==> src/rtl/icev_consts.vh <==
// Offsets, field positions, reset values and timing counts for the completion event block.
`ifndef ICEV_CONSTS_VH
`define ICEV_CONSTS_VH
`define ICEV_OFF_STATUS 12'h09c
`define ICEV_OFF_CTRL 12'h0a0
`define ICEV_OFF_DATA 12'h0a4
`define ICEV_OFF_ADDR 12'h0a8
`define ICEV_OFF_IMASK 12'h0b8
`define ICEV_BIT_DONE 0
`define ICEV_BIT_MASK 31
`define ICEV_BIT_PEND 30
`define ICEV_RST_MASK 1'b1
`define ICEV_RST_DATA 16'h0000
`define ICEV_RST_ADDR 30'h00000000
`define ICEV_RST_IMASK 1'b0
`define ICEV_HOLD_CYCLES 4'h2
`endif

==> src/rtl/icev_msg_port.v <==
// Message write port: holds one posted write until the host takes it.
`timescale 1ns/1ps
module icev_msg_port (
    clk,
    rst_n,
    send,
    data_in,
    addr_in,
    msg_valid,
    msg_data,
    msg_addr,
    msg_ready,
    busy
);
    input clk;
    input rst_n;
    input send;
    input [15:0] data_in;
    input [31:0] addr_in;
    output msg_valid;
    output [15:0] msg_data;
    output [31:0] msg_addr;
    input msg_ready;
    output busy;
    reg msg_valid_q;
    reg [15:0] msg_data_q;
    reg [31:0] msg_addr_q;

    // A send loads one write; it stays valid until the host accepts it.
    always @(posedge clk or negedge rst_n) begin
        if (!rst_n) begin
            msg_valid_q <= 1'b0;
            msg_data_q <= 16'h0000;
            msg_addr_q <= 32'h00000000;
        end else if (send && !msg_valid_q) begin
            msg_valid_q <= 1'b1;
            msg_data_q <= data_in;
            msg_addr_q <= addr_in;
        end else if (msg_valid_q && msg_ready) begin
            msg_valid_q <= 1'b0;
        end
    end

    assign msg_valid = msg_valid_q;
    assign msg_data = msg_data_q;
    assign msg_addr = msg_addr_q;
    assign busy = msg_valid_q;
endmodule // icev_msg_port

==> src/rtl/icev_top.v <==
// Completion event logic for a queued invalidation engine with APB registers.
// Register map, one 32-bit word each:
//   0x09c completion status: bit 0 is the sticky done flag, write one to clear.
//   0x0a0 event control: bit 31 message mask, bit 30 pending, read only.
//   0x0a4 message data: bits 15:0 go out as the data of the posted write.
//   0x0a8 message address: bits 31:2, the two low bits always read zero.
//   0x0b8 interrupt enable: bit 0 lets the done flag drive the level interrupt.
// Every other word reads zero and answers with an error; reserved bits read zero.
//
// Flow of one event: a completion sets the flag and, if the flag was clear,
// the pending bit as well. Once the mask is clear and nothing holds the message
// back, the pending bit turns into a one-cycle send request, and the message
// port keeps the posted write up until the host takes it.
//
// Limitations: no upper message address word is kept, so every message lands
// below the 4 GB line; software that needs more must remap on the host side.
//
`timescale 1ns/1ps
`include "icev_consts.vh"
module icev_top (
    clk,
    rst_b,
    qi_supported,
    wait_done_event,
    host_busy,
    psel,
    penable,
    pwrite,
    paddr,
    pwdata,
    prdata,
    pready,
    pslverr,
    msg_valid,
    msg_data,
    msg_addr,
    msg_ready,
    irq
);
    input clk;
    input rst_b;
    input qi_supported;
    input wait_done_event;
    input host_busy;
    input psel;
    input penable;
    input pwrite;
    input [11:0] paddr;
    input [31:0] pwdata;
    output [31:0] prdata;
    output pready;
    output pslverr;
    output msg_valid;
    output [15:0] msg_data;
    output [31:0] msg_addr;
    input msg_ready;
    output irq;

    reg [1:0] rst_sync_q;
    wire rst_n;
    reg done_q;
    reg mask_q;
    reg pend_q;
    reg [15:0] data_q;
    reg [29:0] addr_q;
    reg imask_q;
    reg [31:0] prdata_q;
    reg pready_q;
    reg pslverr_q;
    reg irq_q;
    reg send_q;
    reg [3:0] hold_q;
    wire port_busy;
    wire [31:0] port_addr;
    wire apb_acc;
    wire apb_wr;
    wire hit_status;
    wire hit_ctrl;
    wire hit_data;
    wire hit_addr;
    wire hit_imask;
    wire done_clr;
    wire done_set;
    wire new_cond;
    wire held;
    wire fire;
    wire rd_en;
    wire hit_any;
    wire [4:0] hit;
    wire [59:0] reg_offs;
    reg done_d;
    reg pend_d;
    reg [31:0] rdata_d;
    genvar gi;

    // Reset is released through two flops so that its removal is clean.
    // Assertion stays asynchronous, so the block is quiet even without a clock;
    // only the release waits for the clock and cannot land in mid-edge.
    always @(posedge clk or negedge rst_b) begin
        if (!rst_b) begin
            rst_sync_q <= 2'b00;
        end else begin
            rst_sync_q <= {rst_sync_q[0], 1'b1};
        end
    end
    assign rst_n = rst_sync_q[1];

    // Access phase decode; the slave answers in the cycle after penable rises.
    // Taking the access only while pready is low keeps the answer cycle from
    // counting as a second access of the same transfer.
    assign apb_acc = psel && penable && !pready_q;
    assign apb_wr = apb_acc && pwrite;
    assign rd_en = apb_acc && !pwrite;

    // One comparator per mapped word, status first.
    assign reg_offs = {`ICEV_OFF_IMASK, `ICEV_OFF_ADDR, `ICEV_OFF_DATA, `ICEV_OFF_CTRL, `ICEV_OFF_STATUS};
    generate
        for (gi = 0; gi < 5; gi = gi + 1) begin : g_hit
            assign hit[gi] = (paddr == reg_offs[gi*12 +: 12]);
        end
    endgenerate
    assign hit_status = hit[0];
    assign hit_ctrl = hit[1];
    assign hit_data = hit[2];
    assign hit_addr = hit[3];
    assign hit_imask = hit[4];
    assign hit_any = |hit;

    // Clear wins only if no new completion arrives in the same cycle.
    assign done_clr = apb_wr && hit_status && qi_supported && pwdata[`ICEV_BIT_DONE];
    assign done_set = wait_done_event && qi_supported;
    assign new_cond = done_set && !done_q;
    // A message is held by the mask, by host back-pressure or a busy port.
    // The hold count covers the cycles between a send and the port turning busy,
    // which would otherwise let one pending event go out twice.
    assign held = mask_q || host_busy || port_busy || (hold_q != 4'h0);
    assign fire = pend_q && !held && !done_clr;

    // Next value of the completion flag; a completion in the same cycle as a
    // clear keeps the flag set, so no finished wait is ever lost.
    always @* begin
        done_d = done_q;
        if (done_set) begin
            done_d = 1'b1;
        end else if (done_clr) begin
            done_d = 1'b0;
        end
    end

    // Completion flag, sticky until software writes a one.
    always @(posedge clk or negedge rst_n) begin
        if (!rst_n) begin
            done_q <= 1'b0;
        end else begin
            done_q <= done_d;
        end
    end

    // Next value of the pending bit; a fresh condition beats a service clear,
    // but an event that lands on the clear of a set flag gets no message, since the flag stays set.
    always @* begin
        pend_d = pend_q;
        if (new_cond) begin
            pend_d = 1'b1;
        end else if (done_clr) begin
            pend_d = 1'b0;
        end else if (fire) begin
            pend_d = 1'b0;
        end
    end

    // Pending tracks one outstanding message.
    always @(posedge clk or negedge rst_n) begin
        if (!rst_n) begin
            pend_q <= 1'b0;
        end else begin
            pend_q <= pend_d;
        end
    end

    // One send pulse per pending event; a short hold keeps a second one out.
    // The extra register stage costs a cycle of latency but keeps the port
    // load away from the long mask and busy path.
    always @(posedge clk or negedge rst_n) begin
        if (!rst_n) begin
            send_q <= 1'b0;
            hold_q <= 4'h0;
        end else begin
            send_q <= fire;
            if (fire) begin
                hold_q <= `ICEV_HOLD_CYCLES;
            end else if (hold_q != 4'h0) begin
                hold_q <= hold_q - 4'h1;
            end
        end
    end

    // Writable control and message registers.
    always @(posedge clk or negedge rst_n) begin
        if (!rst_n) begin
            mask_q <= `ICEV_RST_MASK;
            data_q <= `ICEV_RST_DATA;
            addr_q <= `ICEV_RST_ADDR;
            imask_q <= `ICEV_RST_IMASK;
        end else if (apb_wr) begin
            if (hit_ctrl && qi_supported) begin
                mask_q <= pwdata[`ICEV_BIT_MASK];
            end
            if (hit_data) begin
                data_q <= pwdata[15:0];
            end
            if (hit_addr) begin
                addr_q <= pwdata[31:2];
            end
            if (hit_imask) begin
                imask_q <= pwdata[`ICEV_BIT_DONE];
            end
        end
    end

    // Read data of the addressed word. Status and control read zero without
    // queue support; the message words stay readable either way.
    always @* begin
        rdata_d = 32'h00000000;
        if (hit_status && qi_supported) begin
            rdata_d = {31'h00000000, done_q};
        end else if (hit_ctrl && qi_supported) begin
            rdata_d = {mask_q, pend_q, 30'h00000000};
        end else if (hit_data) begin
            rdata_d = {16'h0000, data_q};
        end else if (hit_addr) begin
            rdata_d = {addr_q, 2'b00};
        end else if (hit_imask) begin
            rdata_d = {31'h00000000, imask_q};
        end
    end

    // Answer one cycle after the access starts; an unmapped word answers with an error and zero.
    // Read data is zero outside a read so the bus never shows stale register contents.
    always @(posedge clk or negedge rst_n) begin
        if (!rst_n) begin
            prdata_q <= 32'h00000000;
            pready_q <= 1'b0;
            pslverr_q <= 1'b0;
        end else begin
            pready_q <= apb_acc;
            pslverr_q <= apb_acc && !hit_any;
            if (rd_en) begin
                prdata_q <= rdata_d;
            end else begin
                prdata_q <= 32'h00000000;
            end
        end
    end

    // Level interrupt from the sticky flag; it shares the flag's clear.
    // It is independent of the message mask, so a polling driver can use the
    // line alone and leave messages masked.
    always @(posedge clk or negedge rst_n) begin
        if (!rst_n) begin
            irq_q <= 1'b0;
        end else begin
            irq_q <= done_q && imask_q;
        end
    end

    assign port_addr = {addr_q, 2'b00};

    // The port registers the message so every output leaves a flop.
    // Data and address are captured at the send, so a later register write
    // never changes a message that the host has not yet taken.
    icev_msg_port u_port (
        .clk(clk),
        .rst_n(rst_n),
        .send(send_q),
        .data_in(data_q),
        .addr_in(port_addr),
        .msg_valid(msg_valid),
        .msg_data(msg_data),
        .msg_addr(msg_addr),
        .msg_ready(msg_ready),
        .busy(port_busy)
    );

    assign prdata = prdata_q;
    assign pready = pready_q;
    assign pslverr = pslverr_q;
    assign irq = irq_q;
endmodule // icev_top

==> config.mk <==
export PLATFORM = sky130hd
export DESIGN_NAME = icev_top
export DESIGN_NICKNAME = d
export VERILOG_FILES = /design/src/rtl/icev_msg_port.v /design/src/rtl/icev_top.v
export VERILOG_INCLUDE_DIRS = /design/src /design/src/rtl
export SDC_FILE = /design/constraint.sdc
export NUM_CORES = 1
export LEC_CHECK = 0
export BUFFER_PORTS_ARGS = -buffer_cell sky130_fd_sc_hd__buf_2
export CAP_MARGIN = 10
export CORE_MARGIN = 2
export CORE_UTILIZATION = 51
export DETAILED_ROUTE_END_ITERATION = 10
export PLACE_DENSITY = 0.8
export SLEW_MARGIN = 20
export SYNTH_ARGS = -nofsm -noshare
export SYNTH_HDL_FRONTEND = slang
export SYNTH_HIERARCHICAL = 1
export SYNTH_SLANG_ARGS = --single-unit
==> constraint.sdc <==
create_clock -name clk -period 4.8 [get_ports clk]
set_clock_uncertainty 0.05 [all_clocks]
set_input_delay 0.24 -clock clk [delete_from_list [all_inputs] [get_ports clk]]
set_output_delay 0.24 -clock clk [all_outputs]
set_load 0.02 [all_outputs]
# Yosys cells after proc, flatten, opt, wreduce, memory -nomap -nowiden
# Cells that the tools add are included.
[classes]
n_addsub = 1
n_mul = 0
div_mod_pow = 0
magnitude_cmp = 0
n_eq_ne = 5
n_shift = 0
n_mux = 15
bitwise_logic = 0
reduce_logical = 37
[op_table]
columns = ["op", "n"]
rows = [
  ["$mux 32", 5],
  ["$eq 12x8->1 const B", 5],
  ["$logic_and 1x1->1", 17],
  ["$mux 1", 8],
  ["$mux 4", 2],
  ["$reduce_and 2->1", 4],
  ["$logic_not 1->1", 7],
  ["$reduce_bool 2->1", 3],
  ["$reduce_or 5->1", 1],
  ["$reduce_bool 4->1", 1],
  ["$sub 4x1->4 const B", 1],
  ["$logic_or 1x1->1", 3],
  ["$reduce_bool 3->1", 1],
]
[word_totals]
register_bits = 139
latchBits = 0
ramBits = 0
romBits = 0
input_bits = 53
out_inout_bits = 84
elab_cells = 74
memories = 0

# Logic depth before layout (Yosys ltp)
# Gate-level depths: netlist of the first run.
[depth]
depth_word = 11
ltp_mapped = 7
depth_no_buf = 6

# Modules after synthesis
# The synthesis of the first run kept the hierarchy.
[modules_own_cells]
columns = ["module", "n_inst", "cells_each", "area_per_inst_um2", "seq_area_each_um2"]
rows = [
  ["icev_top", 1, 263, 3646.0, 2303.5],
  ["icev_msg_port", 1, 106, 1933.1, 1226.2],
]

# Least setup slack after synthesis of the first run
# Ideal clock, no wire load.
[synth_path]
path_type = "register to register"
start = "reg hold_q[0]"
end = "reg hold_q[0]"
setup_time_ns = 0.127
t_arrival_ns = 1.798
required_ns = 4.623
setup_slack_ns = 2.825
stages_incl_launch_ff = 7
path_buffers = 0
synth_period_minus_slack_ns = 1.975
cell_sequence = "dfrtp_1 inv_1 ha_1 or3b_4 or4_4 a311oi_4 nor2_1"
[synth_between]
elab_chain_len = 6
word_cells_on_any_way = 9
cone_classes = "add/sub: 1; mux: 2; reduce/logical: 6"
[synth_lines]
columns = ["item", "line", "source"]
rows = [
  ["start, declared", "icev_top.v:72", "reg [3:0] hold_q;"],
  ["start signal, assigned", "icev_top.v:191", "hold_q <= `ICEV_HOLD_CYCLES;"],
  ["start signal, assigned", "icev_top.v:193", "hold_q <= hold_q - 4'h1;"],
  ["$reduce_bool 4->1 (*)", "icev_top.v:136", "assign held = mask_q || host_busy || port_busy || (hold_q != 4'h0);"],
  ["$logic_or 1x1->1 (*)", "icev_top.v:136", ""],
  ["$logic_not 1->1 (*)", "icev_top.v:137", "assign fire = pend_q && !held && !done_clr;"],
  ["$logic_and 1x1->1 (*) (2 in series)", "icev_top.v:137", ""],
  ["via fire", "icev_top.v:86", "wire fire;"],
  ["$mux 4 / $reduce_bool 2->1 (equally long branches)", "--", ""],
]
# The timed path passes the listed nets; every way through them passes the cells marked *. The select of a mux whose other input is x is not followed.
# A chain may end at the register's enable or synchronous reset.

# Worst setup path in the final report of the first run
[layout_path]
start = "reg hold_q[0]"
end = "reg send_q"
[layout_between]
elab_chain_len = 5
[layout_lines]
columns = ["item", "line", "source"]
rows = [
  ["$reduce_bool 4->1", "icev_top.v:136", ""],
  ["$logic_or 1x1->1", "icev_top.v:136", ""],
  ["$logic_not 1->1", "icev_top.v:137", ""],
  ["$logic_and 1x1->1 (2 in series)", "icev_top.v:137", ""],
  ["via fire", "icev_top.v:86", ""],
  ["end signal, assigned", "icev_top.v:189", "send_q <= fire;"],
  ["end, declared", "icev_top.v:71", "reg send_q;"],
]
# The timed path passes the listed nets, and every way through them passes these cells.

==> metrics.txt, run 1 <==
# TYPE chip_impl_metric gauge
chip_impl_metric{name="synth-seq-cells",unit=""} 141
chip_impl_metric{name="finalWirelength",unit="mm"} 12.4
chip_impl_metric{name="finalSetupViolations",unit=""} 0
chip_impl_metric{name="max-cap-violations",unit=""} 0
chip_impl_metric{name="dp.final_hpwl",unit="mm"} 8.09
chip_impl_metric{name="met3_wirelength",unit="um"} 697
chip_impl_metric{name="min_delay_path_depth",unit=""} 3
chip_impl_info{name="crit_path_start_kind",value="flip-flop"} 1
chip_impl_metric{name="floorplan.die_area",unit="mm2"} 0.0118
chip_impl_metric{name="synth-async-reset-ratio",unit="%"} 100
chip_impl_metric{name="worstSkewPairLatency",unit="ps"} 520
chip_impl_metric{name="timing.final.max_slew_violations",unit=""} 0
chip_impl_metric{name="fillerInstances",unit=""} 792
chip_impl_metric{name="routability_congestion_estimate_from_global_placement",unit=""} 0.781
chip_impl_info{name="critical_path.reg2reg.startpoint",value="hold_q[0]"} 1
chip_impl_metric{name="synth.avg_cell_area",unit="um2"} 15.1
chip_impl_metric{name="tightest_pin_transition",unit="ps"} 1010
chip_impl_metric{name="post_drt_antenna_nets",unit=""} 0
chip_impl_metric{name="netlist.area_leader.share",unit="%"} 62.8
chip_impl_metric{name="floorplan.initialDensity",unit="%"} 51.9
chip_impl_metric{name="synth.yosys.seq_area_share",unit="%"} 63.3
chip_impl_info{name="leading_cell_types_in_the_layout_fill_and_taps_excluded",value="139 x dfrtp_1, 136 x buf_2, 75 x mux2_2, 39 x dlygate4sd3_1, 24 x nor2_1"} 1
chip_impl_metric{name="final.min_clock_period",unit="ps"} 2660
chip_impl_metric{name="ys.warnings.count",unit=""} 6
chip_impl_info{name="clk_root_buffer_cell",value="clkbuf_8"} 1
chip_impl_info{name="min_to",value="pslverr"} 1
chip_impl_metric{name="cts_made_buffers",unit=""} 17
chip_impl_info{name="setup_repair_after_global_routing_missed_its_margin",value="no"} 1
chip_impl_metric{name="regToRegSetupSlack",unit="ps"} 2140
chip_impl_metric{name="vias_per_cell",unit=""} 5.26
chip_impl_metric{name="avgRoutedWirePerCell",unit="um"} 17.7
chip_impl_metric{name="fp.dieH",unit="um"} 109
chip_impl_metric{name="drt-initial-drc-count",unit=""} 211
chip_impl_metric{name="final.period_utilization",unit="%"} 55.3
chip_impl_metric{name="max_freq",unit="MHz"} 376
chip_impl_metric{name="core.rowCount",unit=""} 38
chip_impl_metric{name="worst_ep_arrival_time",unit="ps"} 3060
chip_impl_info{name="min_path_type",value="input port to flip-flop"} 1
chip_impl_metric{name="relSlewSlack",unit="%"} 32.7
chip_impl_metric{name="die_x",unit="um"} 109
chip_impl_info{name="synth_flop_cell",value="dfrtp_1"} 1
chip_impl_metric{name="route.vias.total",unit=""} 3675
chip_impl_metric{name="leakage_power_summed_over_all_cells",unit="nW"} 3.88
chip_impl_metric{name="m1WireLength",unit="mm"} 4.89
chip_impl_metric{name="placed_cell_area",unit="mm2"} 0.00633
chip_impl_info{name="run_status",value="complete, no violations"} 1
chip_impl_info{name="layout_commonest_cell",value="dfrtp_1"} 1
chip_impl_info{name="synth.largest_area_cell",value="dfrtp_1"} 1
chip_impl_metric{name="power.density_cell_area",unit="mW/mm2"} 376
chip_impl_metric{name="design.core.area",unit="mm2"} 0.0107
chip_impl_metric{name="total_i_o_pin_count",unit=""} 137
chip_impl_metric{name="cts.htree.levels",unit=""} 4
chip_impl_metric{name="first_global_vias",unit=""} 3764
chip_impl_info{name="top_layer_used",value="met4"} 1
chip_impl_metric{name="final_critical_path_setup_slack",unit="ps"} 2140
chip_impl_metric{name="crit_fanout",unit=""} 4
chip_impl_metric{name="worstRegToRegCells",unit=""} 6
chip_impl_metric{name="clock_input_transition_at_the_sequential_cells_of_the_worst_setup_and_hold_paths",unit="ps"} 60
chip_impl_metric{name="timing.final.hold_violations",unit=""} 0
chip_impl_metric{name="fin_setup_tns",unit="ps"} 0
chip_impl_info{name="worstHoldStart",value="penable"} 1
chip_impl_metric{name="regArea",unit="mm2"} 0.00353
chip_impl_info{name="synth_area_leaders",value="dfrtp_1 63%, mux2_2 15%, mux2_4 5.4%, a32oi_1 2.2%, and2_1 1.8%"} 1
chip_impl_metric{name="multiInputGateArea",unit="mm2"} 0.00189
chip_impl_info{name="critical_path.reg2reg.endpoint",value="send_q"} 1
chip_impl_metric{name="drt_first_pass_iters",unit=""} 5
chip_impl_metric{name="cp.required",unit="ps"} 5200
chip_impl_metric{name="power.ir.vdd_worst",unit="V"} 0.000223
chip_impl_metric{name="grt_first_pass_wirelength",unit="mm"} 19.4
chip_impl_info{name="cts_tree",value="built"} 1
chip_impl_metric{name="final_nets",unit=""} 602
chip_impl_metric{name="grt-ovfl-total",unit=""} 0
chip_impl_metric{name="post_synth_num_cell_types",unit=""} 41
chip_impl_metric{name="met2WireLength",unit="mm"} 6.58
chip_impl_info{name="worstSetupEndpointType",value="flip-flop"} 1
chip_impl_metric{name="design_area",unit="mm2"} 0.00730
chip_impl_metric{name="drive_above_1_share",unit="%"} 48.7
chip_impl_metric{name="post_cts_setup_buffer_count",unit=""} 0
chip_impl_metric{name="count_of_flip_flops_with_a_built_in_enable_after_synthesis",unit=""} 0
chip_impl_metric{name="synthesis.area",unit="mm2"} 0.00558
chip_impl_metric{name="portBuffers",unit=""} 136
chip_impl_metric{name="final_hold_slack",unit="ps"} 47.0
chip_impl_metric{name="netlist_instances",unit=""} 369
chip_impl_metric{name="drt_drc_violations_left",unit=""} 0
chip_impl_metric{name="grt_antenna_before_repair",unit=""} 0
chip_impl_metric{name="antennaDiodeCount",unit=""} 0
chip_impl_metric{name="post-place-ws",unit="ps"} 1910
chip_impl_metric{name="area_growth_syn_to_layout",unit="%"} 30.8
chip_impl_metric{name="pin_count_of_the_biggest_net_entering_global_routing",unit=""} 64
chip_impl_metric{name="cts.sinks",unit=""} 141
chip_impl_metric{name="grt_usage",unit="%"} 22.4
chip_impl_metric{name="clockBufferDepth",unit=""} 2
chip_impl_info{name="timing.setup.critical_path_class",value="flip-flop to flip-flop"} 1
chip_impl_metric{name="final_core_utilization",unit="%"} 67.9
==> metrics by stage <==
stage               total power, mW  cells
floorplan                      1.39    370
global placement               1.45    630
detailed placement             1.47    630
CTS                            2.77    699
global route                   2.85    699
finish                         2.75    699
==> where the power goes <==
group	switching (mW)	total, mW	internal, mW
clock	0.458	1.28	0.822
combinational	0.113	0.212	0.0989
sequential	0.0322	1.26	1.22
==> cells by family (layout without fill, tap and decap cells) <==
kind of cell / Yosys count / in the layout / synth area share (%)
xor+xnor: 1 / 1 / 0.157
buf+inv: 27 / 216 / 3.32
flops: 141 / 141 / 63.3
simple gates: 70 / 70 / 7.42
other cells: 2 / 3 / 0.135
mux: 97 / 97 / 20.9
compound gates: 30 / 30 / 4.55
fa+ha+maj: 1 / 1 / 0.224
==> Yosys cell counts, drive strengths merged, types with 3 or more instances <==
cell type / number
a32oi: 14
nor2: 24
buf: 15
inv: 8
and2: 16
nand3: 5
clkbuf: 4
and4: 3
mux2: 97
nand2: 5
a22oi: 3
a21oi: 4
dfrtp: 140
==> area by class of cell <==
cell class	count	share of cell area, %
Timing Repair Buffer	178	15.0
Tap cell	140	2.40
Sequential cell	141	48.4
Multi-Input combinational cell	202	25.9
Inverter	8	0.411
Clock buffer	22	6.34
Clock inverter	8	1.58
==> state kept, by name (all words and copies together), names as in the netlist <==
register / cells
prdata: 32
u_port/msg_addr: 32
addr_q: 30
data_q: 16
u_port/msg_data: 16
hold_q: 4
rst_sync_q: 2
done_q: 1
imask_q: 1
irq: 1
mask_q: 1
pend_q: 1
pready: 1
pslverr: 1
send_q: 1
u_port/busy: 1
==> how the worst max path moves through the flow <==
stage	slack, ps	depth (start not counted)	startpoint	end
after floorplan	530	0	rst_sync_q[1]	addr_q[0]
after global placement	2010	5	paddr[6]	data_q[12]
after detailed placement	1910	5	paddr[6]	data_q[9]
after CTS	2140	6	hold_q[0]	send_q
after global routing	2030	6	hold_q[0]	send_q
final	2140	6	hold_q[0]	send_q
==> routing by layer <==
metal,up-vias,GRT usage [%]
li1,1667,-
met1,1860,26.3
met2,129,38.7
met3,19,5.97
met4,0,9.43
met5,-,0
==> what timing repair did <==
action	4_1_cts	5_1_grt
hold buffers	39	0
hold endpoints to repair	54	0
resized for setup	0	0
==> worst max-delay path, stage by stage, from the launching register on <==
cell,delay (ps)
dfrtp_1,400
inv_1,90
ha_1,200
or3b_4,420
or4_4,450
a311oi_4,340
dlygate4sd3_1,620
Power figures use the tool's default switching activity.
==> inputs of run 2 (changes only) <==
--- a/config.mk
+++ b/config.mk
@@ -9,9 +9,9 @@
 export BUFFER_PORTS_ARGS = -buffer_cell sky130_fd_sc_hd__buf_2
 export CAP_MARGIN = 10
 export CORE_MARGIN = 2
-export CORE_UTILIZATION = 51
+export CORE_UTILIZATION = 48
 export DETAILED_ROUTE_END_ITERATION = 10
-export PLACE_DENSITY = 0.8
+export PLACE_DENSITY = 0.79
 export SLEW_MARGIN = 20
 export SYNTH_ARGS = -nofsm -noshare
 export SYNTH_HDL_FRONTEND = slang
==> constraint.sdc (replaced) <==
create_clock -name clk -period 2.2 [get_ports clk]
set_clock_uncertainty 0.05 [all_clocks]
set_input_delay 0.11 -clock clk [delete_from_list [all_inputs] [get_ports clk]]
set_output_delay 0.11 -clock clk [all_outputs]
set_load 0.02 [all_outputs]
==> run 2 against run 1 <==
  * Register-to-register slack got worse by 2000 ps
  * Power increased by 130%
  * Maximum frequency grew 27%
  * Clock power grew 140%
  * Sequential share of layout area is 1.2 points lower
  * Combinational power increased by 120%
  * Setup slack worse by 2000 ps
  * Via count decreased by 0.30%
==> metrics.txt, run 2 (same netlist as run 1, synthesis figures left out) <==
# TYPE chip_impl_metric gauge
chip_impl_metric{name="final.period_utilization",unit="%"} 95.0
chip_impl_metric{name="worst_ep_arrival_time",unit="ps"} 2380
chip_impl_metric{name="cts.htree.levels",unit=""} 4
chip_impl_metric{name="power.density_cell_area",unit="mW/mm2"} 837
chip_impl_metric{name="crit_fanout",unit=""} 4
chip_impl_metric{name="max-cap-violations",unit=""} 0
chip_impl_metric{name="global_route.usage.met2",unit="%"} 34.6
chip_impl_metric{name="power.ir.vdd_worst",unit="V"} 0.000651
chip_impl_metric{name="floorplan.die_area",unit="mm2"} 0.0125
chip_impl_metric{name="final_nets",unit=""} 610
chip_impl_metric{name="clock_input_transition_at_the_sequential_cells_of_the_worst_setup_and_hold_paths",unit="ps"} 60
chip_impl_metric{name="avgRoutedWirePerCell",unit="um"} 17.4
chip_impl_metric{name="first_global_vias",unit=""} 3916
chip_impl_metric{name="die_x",unit="um"} 112
chip_impl_metric{name="drt_first_pass_iters",unit=""} 4
chip_impl_info{name="leading_cell_types_in_the_layout_fill_and_taps_excluded",value="139 x dfrtp_1, 136 x buf_2, 75 x mux2_2, 39 x dlygate4sd3_1, 24 x nor2_1"} 1
chip_impl_metric{name="final_core_utilization",unit="%"} 65.8
chip_impl_metric{name="antennaDiodeCount",unit=""} 0
chip_impl_metric{name="timing.final.hold_violations",unit=""} 0
chip_impl_metric{name="drt_drc_violations_left",unit=""} 0
chip_impl_metric{name="pin_count_of_the_biggest_net_entering_global_routing",unit=""} 63
chip_impl_metric{name="fin_setup_tns",unit="ps"} 0
chip_impl_metric{name="final.min_clock_period",unit="ps"} 2090
chip_impl_info{name="cts_tree",value="built"} 1
chip_impl_metric{name="grt_util_met3",unit="%"} 5.12
chip_impl_metric{name="post_drt_antenna_nets",unit=""} 0
chip_impl_info{name="run_status",value="complete, no violations"} 1
chip_impl_metric{name="tightest_pin_transition",unit="ps"} 676
chip_impl_metric{name="worstSkewPairLatency",unit="ps"} 410
chip_impl_info{name="clk_root_buffer_cell",value="clkbuf_16"} 1
chip_impl_metric{name="min_delay_path_depth",unit=""} 3
chip_impl_metric{name="grt_first_pass_wirelength",unit="mm"} 20.3
chip_impl_metric{name="grt-ovfl-total",unit=""} 0
chip_impl_metric{name="vias_per_cell",unit=""} 5.15
chip_impl_metric{name="cp.required",unit="ps"} 2490
chip_impl_metric{name="drive_above_1_share",unit="%"} 50.0
chip_impl_metric{name="core.rowCount",unit=""} 39
chip_impl_metric{name="max_freq",unit="MHz"} 478
chip_impl_info{name="worstSetupEndpointType",value="flip-flop"} 1
chip_impl_metric{name="clockBufferDepth",unit=""} 2
chip_impl_metric{name="area_growth_syn_to_layout",unit="%"} 34.0
chip_impl_metric{name="total_i_o_pin_count",unit=""} 137
chip_impl_metric{name="fp.dieH",unit="um"} 112
chip_impl_metric{name="report.power.total",unit="mW"} 6.26
chip_impl_metric{name="route.vias.total",unit=""} 3664
chip_impl_info{name="min_path_type",value="input port to flip-flop"} 1
chip_impl_info{name="crit_path_start_kind",value="flip-flop"} 1
chip_impl_metric{name="floorplan.initialDensity",unit="%"} 49.1
chip_impl_metric{name="cts.sinks",unit=""} 141
chip_impl_metric{name="cts_made_buffers",unit=""} 17
chip_impl_metric{name="routability_congestion_estimate_from_global_placement",unit=""} 0.777
chip_impl_metric{name="drt-initial-drc-count",unit=""} 303
chip_impl_metric{name="leakage_power_summed_over_all_cells",unit="nW"} 3.95
chip_impl_info{name="setup_repair_after_global_routing_missed_its_margin",value="no"} 1
chip_impl_info{name="grt.busiest_layer",value="met2"} 1
chip_impl_metric{name="finalSetupViolations",unit=""} 0
chip_impl_info{name="layout_commonest_cell",value="dfrtp_1"} 1
chip_impl_metric{name="grtUsageMet1",unit="%"} 26.4
chip_impl_metric{name="worstRegToRegCells",unit=""} 6
chip_impl_metric{name="grt_antenna_before_repair",unit=""} 0
chip_impl_metric{name="relSlewSlack",unit="%"} 54.9
chip_impl_metric{name="finalWirelength",unit="mm"} 12.4
chip_impl_metric{name="dp.final_hpwl",unit="mm"} 7.89
chip_impl_metric{name="portBuffers",unit=""} 136
chip_impl_metric{name="fillerInstances",unit=""} 803
chip_impl_metric{name="timing.final.max_slew_violations",unit=""} 0
chip_impl_info{name="timing.setup.critical_path_class",value="flip-flop to flip-flop"} 1
chip_impl_metric{name="design.core.area",unit="mm2"} 0.0114
chip_impl_metric{name="grt_usage",unit="%"} 20.9
==> run 2: worst paths after layout <==
check / from / end / slack, ps
max in group asynchronous: rst_sync_q[1] / mask_q / 1160
setup / recovery: hold_q[0] / hold_q[1] / 110
setup reg to reg: hold_q[0] / hold_q[1] / 110
min in group asynchronous: rst_sync_q[1] / addr_q[15] / 220
hold / removal: psel / pready / 20
hold reg to reg: rst_sync_q[1] / addr_q[15] / 220
==> run 2: critical path, stage by stage (launching register included) <==
cell and delay, ps:
dfrtp_1 380, inv_1 80, ha_2 210, or3b_4 410
or4_4 450, a311oi_4 310, nand2b_1 140
==> run 2: timing repair <==
| item | in CTS | in global routing |
|---|---|---|
| setup endpoints to repair | 0 | 1 |
| buffers inserted | 0 | 0 |
| hold endpoints to repair | 55 | 0 |
| hold buffers | 39 | 0 |
| gates resized for setup | 0 | 1 |
==> run 2: area by class of cell <==
| class | count | area, um2 | area share (%) |
|---|---|---|---|
| multi-input combinational | 202 | 1890 | 25.3 |
| tap | 143 | 179 | 2.39 |
| inverter | 8 | 30.0 | 0.402 |
| sequential | 141 | 3530 | 47.2 |
| clock inverter | 10 | 160 | 2.14 |
| timing repair buffer | 186 | 1200 | 16.1 |
| clock buffer | 21 | 480 | 6.42 |
==> run 2: power by group <==
group / total, mW / internal (mW) / switching (mW) / leakage [nW]
clock: 3.05 / 2.01 / 1.04 / 0.315
combinational: 0.476 / 0.228 / 0.248 / 1.69
sequential: 2.73 / 2.67 / 0.0635 / 1.94
==> run 2: metrics by stage <==
stage | setup slack [ps] | hold WS (ps) | instances | cell area (um2)
floorplan | 225 | -236 | 370 | 5590
global placement | 175 | -155 | 641 | 6440
detailed placement | 112 | -151 | 641 | 6440
CTS | 86.7 | 8.09 | 711 | 7480
global route | 13.4 | 36.6 | 711 | 7480
finish | 109 | 21.9 | 711 | 7480
==> run 2: metal layers <==
metal | up-vias | part of all wire, %
met5 | - | 0
li1 | 1690 | -
met2 | 102 | 51
met3 | 19 | 4.8
met4 | 0 | 1.6
met1 | 1853 | 42
